===== config.mk =====
export PLATFORM = sky130hd
export DESIGN_NAME = tccm_timer
export DESIGN_NICKNAME = d
export VERILOG_FILES = /design/src/verilog/tccm_pkg.sv /design/src/verilog/tccm_timer.sv
export SDC_FILE = /design/constraint.sdc
export NUM_CORES = 1
export LEC_CHECK = 0
export BUFFER_PORTS_ARGS = -buffer_cell sky130_fd_sc_hd__buf_2
export CAP_MARGIN = 20
export CORE_MARGIN = 10
export CORE_UTILIZATION = 55
export CTS_BUF_LIST = sky130_fd_sc_hd__clkbuf_8 sky130_fd_sc_hd__clkbuf_16
export DETAILED_ROUTE_END_ITERATION = 7
export PLACE_DENSITY = 0.74
export SLEW_MARGIN = 0
export SYNTH_ARGS = -nofsm -noshare
export SYNTH_HDL_FRONTEND = slang
export SYNTH_SLANG_ARGS = --single-unit

===== constraint.sdc =====
create_clock -name ref_clk -period 6.35 [get_ports ref_clk]
set_input_delay 0 -clock ref_clk [delete_from_list [all_inputs] [get_ports ref_clk]]
set_output_delay 0 -clock ref_clk [all_outputs]
set_load 0.005 [all_outputs]

===== src/verilog/tccm_pkg.sv =====
// Constants for the two-channel capture/compare timer.
// Assumes an 8-bit register port with one-cycle read latency.
package tccm_pkg;
    // ------------------------------------------------------------
    // Register offsets
    // ------------------------------------------------------------
    localparam logic [3:0] ADDR_STATUS_CONTROL = 4'h0;
    localparam logic [3:0] ADDR_COUNTER_HI = 4'h1;
    localparam logic [3:0] ADDR_COUNTER_LO = 4'h2;
    localparam logic [3:0] ADDR_MODULO_HI = 4'h3;
    localparam logic [3:0] ADDR_MODULO_LO = 4'h4;
    localparam logic [3:0] ADDR_CH0_SC = 4'h5;
    localparam logic [3:0] ADDR_CH0_HI = 4'h6;
    localparam logic [3:0] ADDR_CH0_LO = 4'h7;
    localparam logic [3:0] ADDR_CH1_SC = 4'h8;
    localparam logic [3:0] ADDR_CH1_HI = 4'h9;
    localparam logic [3:0] ADDR_CH1_LO = 4'ha;
    localparam logic [3:0] ADDR_IRQ_STATUS = 4'hb;
    localparam logic [3:0] ADDR_IRQ_MASK = 4'hc;
    // ------------------------------------------------------------
    // Timer status/control fields
    // ------------------------------------------------------------
    localparam int BIT_OVF_FLAG = 7;
    localparam int BIT_STOP = 5;
    localparam int BIT_RESET = 4;
    localparam int BIT_PS_HI = 2;
    localparam logic [2:0] PS_EXTERNAL = 3'h7;
    localparam logic [7:0] TSC_RESET = 8'h20;
    // ------------------------------------------------------------
    // Channel status/control fields
    // ------------------------------------------------------------
    localparam int BIT_FLAG = 7;
    localparam int BIT_IE = 6;
    localparam int BIT_MSB = 5;
    localparam int BIT_MSA = 4;
    localparam int BIT_ELSB = 3;
    localparam int BIT_ELSA = 2;
    localparam int BIT_TOV = 1;
    localparam int BIT_MAX = 0;
    localparam logic [7:0] CHSC_RESET = 8'h00;
    localparam logic [15:0] MODULO_RESET = 16'hffff;
    // Interrupt status bits: 0 overflow, 1 channel 0, 2 channel 1
    localparam int IRQ_BITS = 3;
endpackage


===== src/verilog/tccm_timer.sv =====
// Two-channel timer with input capture, output compare and PWM.
// Assumes a register master on ref_clk and asynchronous pins.
//
// Behaviour
// (RL1) Two channels, each input capture or output compare.
// (RL2) Capture triggers on rising, falling or either edge.
// (RL3) Compare match sets, clears or toggles the pin.
// (RL4) PWM available unbuffered and buffered.
// (RL5) Counter clock from seven prescaler taps or external clock pin.
// (RL6) Counter counts up, free-running or wrapping at modulo value.
// (RL7) Per-channel toggle of pin on counter overflow.
// (RL8) Stop bit halts counter; reset bit clears it.
// (RL9) Channel pins and clock pin shared with port A pins 0..2.
// (RL10) Max-duty bit forces PWM to 0% or 100%.
// (RL11) Capture mode: active edge sets channel event flag.
// (RL12) Compare mode: counter equal to compare value sets flag.
// (RL13) Flag clears by reading it set, then writing zero.
// (RL14) New event between read and zero write keeps flag set.
// (RL15) Reset clears flag; writing one leaves it unchanged.
// (RL16) Per-channel interrupt enable, cleared by reset.
// (RL17) Buffered-mode select exists only in channel 0 register.
// (RL18) Channel request high while flag and enable are both set.
`timescale 1ns/10ps
module tccm_timer (
    input wire logic ref_clk,
    input wire logic rstn,
    input wire logic [3:0] regAddr,
    input wire logic [7:0] regWdata,
    input wire logic regWr,
    input wire logic regRd,
    output logic [7:0] regRdata,
    input wire logic [2:0] portAIn,
    input wire logic [2:0] portAOut,
    input wire logic [2:0] portADir,
    output logic [2:0] portAPinOut,
    output logic [2:0] portAPinOe,
    output logic [1:0] channelIrq,
    output logic overflowIrq,
    output logic irq
);
    // ------------------------------------------------------------
    // Pin synchronisers
    // ------------------------------------------------------------
    logic [2:0] pinMeta;
    logic [2:0] pinSync;
    logic [2:0] pinPrev;

    // Two stages, then a history stage for edge detection
    always_ff @(posedge ref_clk or negedge rstn) begin
        if (!rstn) begin
            pinMeta <= 3'h0;
            pinSync <= 3'h0;
            pinPrev <= 3'h0;
        end else begin
            pinMeta <= portAIn;
            pinSync <= pinMeta;
            pinPrev <= pinSync;
        end
    end

    // ------------------------------------------------------------
    // Registers
    // ------------------------------------------------------------
    localparam int IRQ_BITS_W = tccm_pkg::IRQ_BITS;
    localparam logic [1:0] SETTLE_LAST = 2'h3;

    // Timer, counter and channel state
    logic [7:0] timerSc;
    logic [15:0] counter;
    logic [15:0] modulo;
    logic [7:0] chSc [2];
    logic [15:0] chVal [2];
    logic [1:0] flagArmed;
    logic [1:0] chEvent;
    logic [1:0] chOut;

    // Interrupt state
    logic [IRQ_BITS_W-1:0] irqStatus;
    logic [IRQ_BITS_W-1:0] irqMask;
    logic [IRQ_BITS_W-1:0] irqEvent;

    // Counting clock and its events
    logic [7:0] prescale;
    logic tick;
    logic overflow;
    logic extPrev;

    // Edge detection stays off until the history stage holds a real
    // pin level; a pin that idles high would otherwise look like a
    // rising edge in the first cycles after reset
    logic [1:0] settle;
    logic pinsReady;

    // Counts the first edges after reset, then holds
    always_ff @(posedge ref_clk or negedge rstn) begin
        if (!rstn) begin
            settle <= 2'h0;
        end else if (!pinsReady) begin
            settle <= settle + 2'h1;
        end
    end

    assign pinsReady = settle == SETTLE_LAST;

    // ------------------------------------------------------------
    // Prescaler and counter clock select
    // ------------------------------------------------------------
    // Free-running divider and history of the external clock pin
    always_ff @(posedge ref_clk or negedge rstn) begin
        if (!rstn) begin
            prescale <= 8'h00;
            extPrev <= 1'b0;
        end else begin
            prescale <= prescale + 8'h01;
            extPrev <= pinSync[2];
        end
    end

    // Tap 2^ps of the bus clock, or rising edge of external clock
    always_comb begin
        logic [2:0] ps;
        logic [7:0] mask;
        ps = timerSc[tccm_pkg::BIT_PS_HI:0];
        mask = 8'hff >> (4'h8 - {1'b0, ps});
        if (ps == tccm_pkg::PS_EXTERNAL) begin
            tick = pinsReady & pinSync[2] & ~extPrev; // RL5
        end else begin
            tick = (prescale & mask) == 8'h00; // RL5
        end
    end

    // Overflow event: a counting tick while the count sits at modulo
    assign overflow = tick && !timerSc[tccm_pkg::BIT_STOP] &&
        counter == modulo;

    // Up-counter with modulo wrap, stop and reset controls
    always_ff @(posedge ref_clk or negedge rstn) begin
        if (!rstn) begin
            counter <= 16'h0000;
        end else if (regWr && regAddr == tccm_pkg::ADDR_STATUS_CONTROL &&
                regWdata[tccm_pkg::BIT_RESET]) begin
            counter <= 16'h0000; // RL8
        end else if (tick && !timerSc[tccm_pkg::BIT_STOP]) begin // RL8
            counter <= overflow ? 16'h0000 : counter + 16'h0001; // RL6
        end
    end

    // Timer control; reset bit is a self-clearing action
    always_ff @(posedge ref_clk or negedge rstn) begin
        if (!rstn) begin
            timerSc <= tccm_pkg::TSC_RESET;
            modulo <= tccm_pkg::MODULO_RESET;
        end else if (regWr) begin
            case (regAddr)
                tccm_pkg::ADDR_STATUS_CONTROL:
                    timerSc <= {1'b0, 1'b0, regWdata[5], 1'b0,
                        1'b0, regWdata[2:0]};
                tccm_pkg::ADDR_MODULO_HI: modulo[15:8] <= regWdata; // RL6
                tccm_pkg::ADDR_MODULO_LO: modulo[7:0] <= regWdata;
                default: ;
            endcase
        end
    end

    // ------------------------------------------------------------
    // Channels
    // ------------------------------------------------------------
    for (genvar c = 0; c < 2; c++) begin : gChan
        // Register addresses of this channel
        localparam logic [3:0] SC_A = c ? tccm_pkg::ADDR_CH1_SC :
            tccm_pkg::ADDR_CH0_SC;
        localparam logic [3:0] HI_A = c ? tccm_pkg::ADDR_CH1_HI :
            tccm_pkg::ADDR_CH0_HI;
        localparam logic [3:0] LO_A = c ? tccm_pkg::ADDR_CH1_LO :
            tccm_pkg::ADDR_CH0_LO;
        // Per-channel decode
        logic outputMode;
        logic edgeHit;
        logic match;
        logic buffered;
        logic [15:0] shadowVal;
        logic [15:0] compareVal;
        logic [7:0] wrMask;

        // Buffered mode only on channel 0
        assign buffered = (c == 0) && chSc[0][tccm_pkg::BIT_MSB]; // RL17
        assign outputMode = chSc[c][tccm_pkg::BIT_MSA] ||
            buffered; // RL1

        // Buffered compare value is taken over only at overflow, so a
        // new duty written mid-period never cuts the current pulse
        always_ff @(posedge ref_clk or negedge rstn) begin
            if (!rstn) begin
                shadowVal <= 16'h0000;
            end else if (!buffered || overflow) begin
                shadowVal <= chVal[c]; // RL4
            end
        end

        assign compareVal = buffered ? shadowVal : chVal[c]; // RL4

        // Active pin edge, ignored until the synchroniser has settled
        assign edgeHit = pinsReady && ((chSc[c][tccm_pkg::BIT_ELSA] &&
            pinSync[c] && !pinPrev[c]) ||
            (chSc[c][tccm_pkg::BIT_ELSB] &&
            !pinSync[c] && pinPrev[c])); // RL2

        // Compare match only on a counting tick
        assign match = tick && !timerSc[tccm_pkg::BIT_STOP] &&
            counter == compareVal;
        assign chEvent[c] = outputMode ? match : edgeHit; // RL11 RL12

        // Writable bits; the select bit exists on channel 0 only
        assign wrMask = (c == 0) ? 8'h7f : 8'h5f; // RL17

        // Channel control and event flag with clear interlock
        always_ff @(posedge ref_clk or negedge rstn) begin
            if (!rstn) begin
                chSc[c] <= tccm_pkg::CHSC_RESET; // RL15 RL16
                flagArmed[c] <= 1'b0;
            end else begin
                if (regWr && regAddr == SC_A) begin
                    chSc[c][6:0] <= regWdata[6:0] & wrMask[6:0]; // RL16
                end
                if (chEvent[c]) begin
                    chSc[c][tccm_pkg::BIT_FLAG] <= 1'b1; // RL11 RL12
                    flagArmed[c] <= 1'b0; // RL14
                end else if (regWr && regAddr == SC_A &&
                        !regWdata[tccm_pkg::BIT_FLAG] && flagArmed[c]) begin
                    chSc[c][tccm_pkg::BIT_FLAG] <= 1'b0; // RL13 RL15
                    flagArmed[c] <= 1'b0;
                end else if (regRd && regAddr == SC_A &&
                        chSc[c][tccm_pkg::BIT_FLAG]) begin
                    flagArmed[c] <= 1'b1; // RL13
                end
            end
        end

        // Capture counter on edge, or take software compare value
        always_ff @(posedge ref_clk or negedge rstn) begin
            if (!rstn) begin
                chVal[c] <= 16'h0000;
            end else if (!outputMode && edgeHit) begin
                chVal[c] <= counter; // RL11
            end else if (regWr && regAddr == HI_A) begin
                chVal[c][15:8] <= regWdata;
            end else if (regWr && regAddr == LO_A) begin
                chVal[c][7:0] <= regWdata;
            end
        end

        // Output action on match and overflow; max-duty override
        always_ff @(posedge ref_clk or negedge rstn) begin
            if (!rstn) begin
                chOut[c] <= 1'b0;
            end else if (!outputMode) begin
                chOut[c] <= 1'b0;
            end else if (chSc[c][tccm_pkg::BIT_MAX]) begin
                chOut[c] <= chSc[c][tccm_pkg::BIT_TOV]; // RL10
            end else if (match && c == 1 && chSc[0][tccm_pkg::BIT_MSB]) begin
                chOut[c] <= chOut[c];
            end else if (overflow && chSc[c][tccm_pkg::BIT_TOV]) begin
                chOut[c] <= ~chOut[c]; // RL7 RL4
            end else if (match) begin
                case (chSc[c][tccm_pkg::BIT_ELSB:tccm_pkg::BIT_ELSA])
                    2'h1: chOut[c] <= ~chOut[c]; // RL3
                    2'h2: chOut[c] <= 1'b0; // RL3
                    2'h3: chOut[c] <= 1'b1; // RL3
                    default: chOut[c] <= chOut[c];
                endcase
            end
        end

        // Interrupt request per channel
        assign channelIrq[c] = chSc[c][tccm_pkg::BIT_FLAG] &&
            chSc[c][tccm_pkg::BIT_IE]; // RL18
    end

    // ------------------------------------------------------------
    // Port A sharing
    // ------------------------------------------------------------
    // Timer owns a pin while its channel is an output; clock pin input while the external clock is selected
    always_comb begin
        for (int i = 0; i < 2; i++) begin
            if (chSc[i][tccm_pkg::BIT_MSA] ||
                    (i == 0 && chSc[0][tccm_pkg::BIT_MSB])) begin
                portAPinOut[i] = chOut[i]; // RL9
                portAPinOe[i] = 1'b1;
            end else begin
                portAPinOut[i] = portAOut[i];
                portAPinOe[i] = portADir[i] &&
                    chSc[i][tccm_pkg::BIT_ELSB:tccm_pkg::BIT_ELSA] == 2'h0;
            end
        end
        portAPinOut[2] = portAOut[2];
        portAPinOe[2] = portADir[2] &&
            timerSc[2:0] != tccm_pkg::PS_EXTERNAL; // RL9
    end

    // ------------------------------------------------------------
    // Interrupt status and mask
    // ------------------------------------------------------------
    // Events that feed the sticky status
    assign irqEvent = {chEvent, overflow};

    // Sticky status, write one to clear, set wins
    always_ff @(posedge ref_clk or negedge rstn) begin
        if (!rstn) begin
            irqStatus <= '0;
            irqMask <= '0;
        end else begin
            if (regWr && regAddr == tccm_pkg::ADDR_IRQ_MASK) begin
                irqMask <= regWdata[IRQ_BITS_W-1:0];
            end
            if (regWr && regAddr == tccm_pkg::ADDR_IRQ_STATUS) begin
                irqStatus <= (irqStatus & ~regWdata[IRQ_BITS_W-1:0]) |
                    irqEvent;
            end else begin
                irqStatus <= irqStatus | irqEvent;
            end
        end
    end

    // Overflow level and the masked summary request
    assign overflowIrq = irqStatus[0];
    assign irq = |(irqStatus & irqMask);

    // ------------------------------------------------------------
    // Read data, one cycle after the strobe
    // ------------------------------------------------------------
    always_ff @(posedge ref_clk or negedge rstn) begin
        if (!rstn) begin
            regRdata <= 8'h00;
        end else if (regRd) begin
            case (regAddr)
                tccm_pkg::ADDR_STATUS_CONTROL:
                    regRdata <= {irqStatus[0], timerSc[6:0]};
                tccm_pkg::ADDR_COUNTER_HI: regRdata <= counter[15:8];
                tccm_pkg::ADDR_COUNTER_LO: regRdata <= counter[7:0];
                tccm_pkg::ADDR_MODULO_HI: regRdata <= modulo[15:8];
                tccm_pkg::ADDR_MODULO_LO: regRdata <= modulo[7:0];
                tccm_pkg::ADDR_CH0_SC: regRdata <= chSc[0];
                tccm_pkg::ADDR_CH0_HI: regRdata <= chVal[0][15:8];
                tccm_pkg::ADDR_CH0_LO: regRdata <= chVal[0][7:0];
                tccm_pkg::ADDR_CH1_SC: regRdata <= chSc[1];
                tccm_pkg::ADDR_CH1_HI: regRdata <= chVal[1][15:8];
                tccm_pkg::ADDR_CH1_LO: regRdata <= chVal[1][7:0];
                tccm_pkg::ADDR_IRQ_STATUS:
                    regRdata <= {5'h00, irqStatus};
                tccm_pkg::ADDR_IRQ_MASK: regRdata <= {5'h00, irqMask};
                default: regRdata <= 8'h00;
            endcase
        end else begin
            regRdata <= 8'h00;
        end
    end
endmodule


==> results of run 1 <==
-- metal layers --
| layer | track usage | up-vias | wire, um |
|---|---|---|---|
| met5 | 0 | - | 0 |
| met4 | 0.08380 | 0 | 565 |
| met1 | 0.3220 | 3040 | 9958 |
| met3 | 0.05445 | 40 | 1901 |
| met2 | 0.3680 | 289 | 10840 |
| li1 | - | 2683 | - |
-- synthesized netlist by cell type, types with 6 or more instances --
master,number,area (um2)
clkbuf_1,18,67.56
nand2_1,74,277.8
nor2b_1,9,56.30
nor2_1,36,135.1
nand2b_1,6,37.54
mux2_2,46,518.0
a21oi_1,16,80.08
nand4_1,15,93.84
and3_1,7,43.79
mux2i_1,55,550.5
nor4_1,8,50.05
ha_1,9,112.6
buf_2,19,95.09
a32oi_1,9,78.83
a22oi_1,19,142.6
buf_6,7,78.83
dfstp_2,17,446.7
nor3_1,6,30.03
nand3_1,14,70.07
o21ai_0,55,275.3
dfrtp_1,119,2978
a21o_1,6,45.04
xnor2_1,61,534.3
mux2_4,10,150.1
inv_1,23,86.33
o22ai_1,9,56.30
-- registers in the layout, indices dropped and copies added, names as in the netlist --
register and flops:
gChan.compareVal 16, irqStatus 3, pinSync 3, pinPrev 2, chVal 16, regRdata 8, flagArmed 2, prescale 8
pinMeta 3, chSc 15, timerSc 4, settle 2, irqMask 3, counter 16, modulo 16, chOut 2
gChan.shadowVal 16, extPrev 1
-- final timing paths --
check | start | cells past startpoint | to
setup reg to reg | timerSc[1] | 9 | gChan[0].shadowVal[5]
min in group asynchronous | rstn | 2 | chVal[24]
setup / recovery | timerSc[1] | 9 | gChan[0].shadowVal[5]
hold / removal | portAOut[2] | 0 | portAPinOut[2]
max in group asynchronous | rstn | 4 | modulo[1]
hold reg to reg | pinMeta[0] | 0 | pinSync[0]
-- critical path: cells and delay by family (launching register included) --
family | cells | cell delay (ns)
fa+ha+maj | 2 | 0.40
buf+inv | 1 | 0.08
compound gates | 3 | 0.62
mux | 1 | 0.42
simple gates | 2 | 1.25
flops | 1 | 0.42
-- cell type report --
type | count | area, um2
Sequential cell | 136 | 3425
Clock buffer | 19 | 452.9
Multi-Input combinational cell | 536 | 3905
Timing Repair Buffer | 51 | 324.1
Fill cell | 1139 | 5256
Clock inverter | 12 | 152.6
Tap cell | 180 | 225.2
Inverter | 23 | 86.33
-- report_power, final --
part / internal (mW) / switching, mW
clock: 0.634 / 0.382
sequential: 1.15 / 0.419
combinational: 0.540 / 0.497
total: 2.33 / 1.30
-- metrics by stage --
stage	std cells	util	area, um2
after floorplan	749	-	7727
after global placement	919	0.5697	7878
after detailed placement	919	0.5697	7878
after CTS	956	0.6179	8543
after global routing	957	0.6199	8571
final	957	0.6199	8571
-- cell families after synthesis --
family | after synthesis | synth area share
XOR/XNOR | 64 | 0.07351
AO/OA/AOI/OAI | 145 | 0.1203
adder cells (fa/ha/maj) | 9 | 0.01457
multiplexers | 112 | 0.1606
AND/OR/NAND/NOR | 206 | 0.1363
flip-flops | 136 | 0.4432
buffers and inverters | 77 | 0.05149
-- repair_timing --
action | 4_1_cts | 5_1_grt
endpoints found under the hold margin | 58 | 0
gates resized for setup | 0 | 0
hold buffers | 6 | 0
setup buffers | 0 | 0
==> flow_summary.json, run 1 <==
{
  "status": "complete, no violations",
  "cts_tree": "built",
  "synth_area_per_cell_um2": 10.32,
  "slowest_stage": "nand2b_1",
  "final_common_cell": "dfrtp_1",
  "place_congestion": 0.9901,
  "hpwl_um": 16120,
  "yosys_warnings": 0,
  "timing.final.crit_share": 0.5230,
  "core_area_um2": 13830,
  "report.final.hold_viol_count": 0,
  "hold_slack_ns": 0.0001441,
  "final_cell_mix": "dfrtp_1 (119), nand2_1 (74), xnor2_1 (61), mux2i_1 (55), o21ai_0 (55)",
  "slowest_delay_ns": 0.86,
  "syn_nets": 783,
  "drt-wirelength-per-cell_um": 24.31,
  "diodes": 0,
  "grt_antenna_before_repair": 0,
  "cts_buffer_depth": 2,
  "dp_slack_ns": 3.057,
  "place.port_buffers": 40,
  "synth_cell_types": 67,
  "p_total_mw": 3.625,
  "grt_max_degree": 84,
  "powerDensity_nw_per_um2": 422.9,
  "min_period_ns": 3.321,
  "die_height_um": 138.5,
  "final_nets": 799,
  "timing.fmax_ghz": 0.3011,
  "rsz0062_at_grt": "false",
  "synth_edf_count": 0,
  "async_flop_share": 1.000,
  "rows": 43,
  "ys_ff_latch": 136,
  "grt_pass1_wl_um": 36050,
  "htree_levels": 4,
  "syn_inst": 749,
  "cp.required_ns": 6.65,
  "setup_viol": 0,
  "first_global_vias": 6025,
  "die_area_um2": 19190,
  "setup-tns-final_ns": 0,
  "ys_seq_area_frac": 0.4432,
  "overflow": 0,
  "first_pass_iters": 6,
  "endpoint_kind": "flop",
  "crit_top_cell": "ha_1",
  "crit_fanout": 16,
  "synth_flop_cell": "dfrtp_1",
  "path_clk_slew_ns": 0.06,
  "crit_chain": "inv_1 -> ha_1 -> ha_1 -> a21oi_1 -> o21ai_0 -> o31a_1 -> nor3b_4 -> nand2b_1 -> mux2_2",
  "wl_um": 23270,
  "hp-class": "input pin to output pin",
  "cts_root_buf": "clkbuf_16",
  "ant_nets": 0,
  "cts_inserted_buffers": 17,
  "start_util": 0.5589,
  "ir_worst_vdd_mv": 0.2437,
  "drt_iter0_drc": 750,
  "drive_gt1_frac": 0.2136,
  "ff2ff_setup_slack_ns": 3.03,
  "syn-cell-area_um2": 7727,
  "max_cap_violations": 0,
  "viasPerCell": 6.324,
  "via_count": 6052,
  "grt_usage": 0.2386,
  "slew_headroom": 0.2728,
  "layout-area-overhead-vs-synth_pct": 10.91,
  "tightest_slew_ns": 1.091,
  "pin_count": 43,
  "setup_ws_ns": 3.029,
  "worstSetupPathType": "flop to flop",
  "drc": 0,
  "clock_sinks": 136,
  "crit_path_start_kind": "flop",
  "p_leak_nw": 3.474,
  "cp.arrival_ns": 3.63,
  "chipWidth_um": 138.5,
  "finalMaxSlewViolations": 0,
  "clock_skew_ns": 0.01123,
  "clock_latency_ns": 0.43
}
Power figures use the tool's default switching activity.
==> run 2: changes to the inputs <==
--- a/config.mk
+++ b/config.mk
@@ -11,7 +11,7 @@
 export CORE_UTILIZATION = 55
 export CTS_BUF_LIST = sky130_fd_sc_hd__clkbuf_8 sky130_fd_sc_hd__clkbuf_16
 export DETAILED_ROUTE_END_ITERATION = 7
-export PLACE_DENSITY = 0.74
+export PLACE_DENSITY = 0.77
 export SLEW_MARGIN = 0
 export SYNTH_ARGS = -nofsm -noshare
 export SYNTH_HDL_FRONTEND = slang
==> constraint.sdc (replaced) <==
create_clock -name ref_clk -period 3 [get_ports ref_clk]
set_input_delay 0 -clock ref_clk [delete_from_list [all_inputs] [get_ports ref_clk]]
set_output_delay 0 -clock ref_clk [all_outputs]
set_load 0.005 [all_outputs]
==> run 2 against run 1 <==
Die area unchanged. Clock power up 120%. Hold slack about the same.
==> flow_summary.json, run 2 (same netlist as run 1, synthesis figures left out) <==
{
  "drt-wirelength-per-cell_um": 23.96,
  "die_height_um": 138.5,
  "grt_pass1_wl_um": 37040,
  "report.final.hold_viol_count": 0,
  "grt_usage": 0.2436,
  "cts_buffer_depth": 2,
  "hpwl_um": 16590,
  "worstSetupPathType": "flop to flop",
  "min_period_ns": 2.787,
  "ant_nets": 0,
  "powerDensity_nw_per_um2": 898.7,
  "drc": 0,
  "cp.required_ns": 3.33,
  "p_leak_nw": 3.604,
  "first_pass_iters": 5,
  "fill_cells": 1101,
  "final_cell_mix": "dfrtp_1 (119), nand2_1 (74), xnor2_1 (61), mux2i_1 (55), o21ai_0 (55)",
  "htree_levels": 4,
  "pin_count": 43,
  "clock_sinks": 136,
  "rows": 43,
  "setup_viol": 0,
  "via_count": 6270,
  "path_clk_slew_ns": 0.06,
  "chipWidth_um": 138.5,
  "p_total_mw": 7.905,
  "final_nets": 824,
  "grt_antenna_before_repair": 0,
  "cp.arrival_ns": 3.11,
  "place_congestion": 0.9715,
  "cts_inserted_buffers": 17,
  "placed_cells": 943,
  "cts_tree": "built",
  "viasPerCell": 6.378,
  "cts_root_buf": "clkbuf_16",
  "dp_slack_ns": 0.1880,
  "regArea_um2": 3425,
  "fin_cells": 983,
  "place.port_buffers": 40,
  "crit_fanout": 6,
  "ir_worst_vdd_mv": 0.5652,
  "tightest_slew_ns": 0.8567,
  "diodes": 0,
  "max_cap_violations": 0,
  "final_common_cell": "dfrtp_1",
  "grt_max_degree": 90,
  "clock_latency_ns": 0.43,
  "die_area_um2": 19190,
  "finalMaxSlewViolations": 0,
  "timing.final.crit_share": 0.9290,
  "first_global_vias": 6359,
  "crit_path_start_kind": "flop",
  "timing.fmax_ghz": 0.3588,
  "cts_setup_buffers": 0,
  "hold_slack_ns": 0.00001102,
  "overflow": 0,
  "rsz0062_at_grt": "false",
  "hp-class": "input pin to output pin",
  "ff2ff_setup_slack_ns": 0.21,
  "multi_input_area_um2": 3913,
  "slew_headroom": 0.4257,
  "core_area_um2": 13830,
  "start_util": 0.5589,
  "layout-area-overhead-vs-synth_pct": 13.83,
  "drt_iter0_drc": 702,
  "status": "complete, no violations",
  "clock_skew_ns": 0.01018,
  "setup-tns-final_ns": 0,
  "drive_gt1_frac": 0.2391,
  "wl_um": 23560,
  "setup_ws_ns": 0.2129,
  "endpoint_kind": "flop"
}
-- run 2: area by class of cell --
class                      instances  share of cell area
sequential                       136              0.3893
multi-input combinational        536              0.4448
clock inverter                    14             0.01977
timing repair buffer              76             0.06074
inverter                          23            0.009815
tap                              180             0.02560
clock buffer                      18             0.04993
-- run 2: worst max-delay path, stage by stage (launching register included) --
cell      delay [ns]
dfrtp_1         0.45
inv_1           0.09
ha_1            0.21
ha_1            0.30
nand2b_1        0.11
a21oi_1         0.06
o31a_1          0.33
or2_2           0.41
a221oi_1        0.39
o31ai_1         0.12
a31o_1          0.20
-- run 2: through the flow --
stage,util,area [um2]
after global routing,0.6361,8796
after global placement,0.5855,8095
after floorplan,-,7727
after CTS,0.6356,8788
final,0.6361,8796
after detailed placement,0.5855,8095
-- run 2: per-layer routing --
metal  routed length [um]  track usage
met4                  768      0.09878
met1                 9784       0.3092
met5                    0            0
met2                11120       0.3865
met3                 1882      0.06404
-- run 2: worst paths after layout --
check                            start        endpoint  cells after the start
max                         timerSc[1]        chOut[1]                     10
min                        portAOut[2]  portAPinOut[2]                      0
max reg2reg                 timerSc[1]        chOut[1]                     10
min reg2reg                 pinMeta[1]      pinSync[1]                      0
max in group asynchronous         rstn       modulo[2]                      3
min in group asynchronous         rstn       chVal[26]                      2
-- run 2: what timing repair did --
| item | in CTS | in global routing |
|---|---|---|
| endpoints found under the setup margin | 0 | 4 |
| resized for setup | 0 | 2 |
| hold buffers | 8 | 0 |
| hold endpoints to repair | 89 | 0 |
-- run 2: report_power, final --
part           internal [mW]  total [mW]  switching, mW
Sequential              2.45        3.07          0.624
Combinational           1.27        2.63           1.37
Clock                   1.33        2.20          0.865
Total                   5.05        7.91           2.86
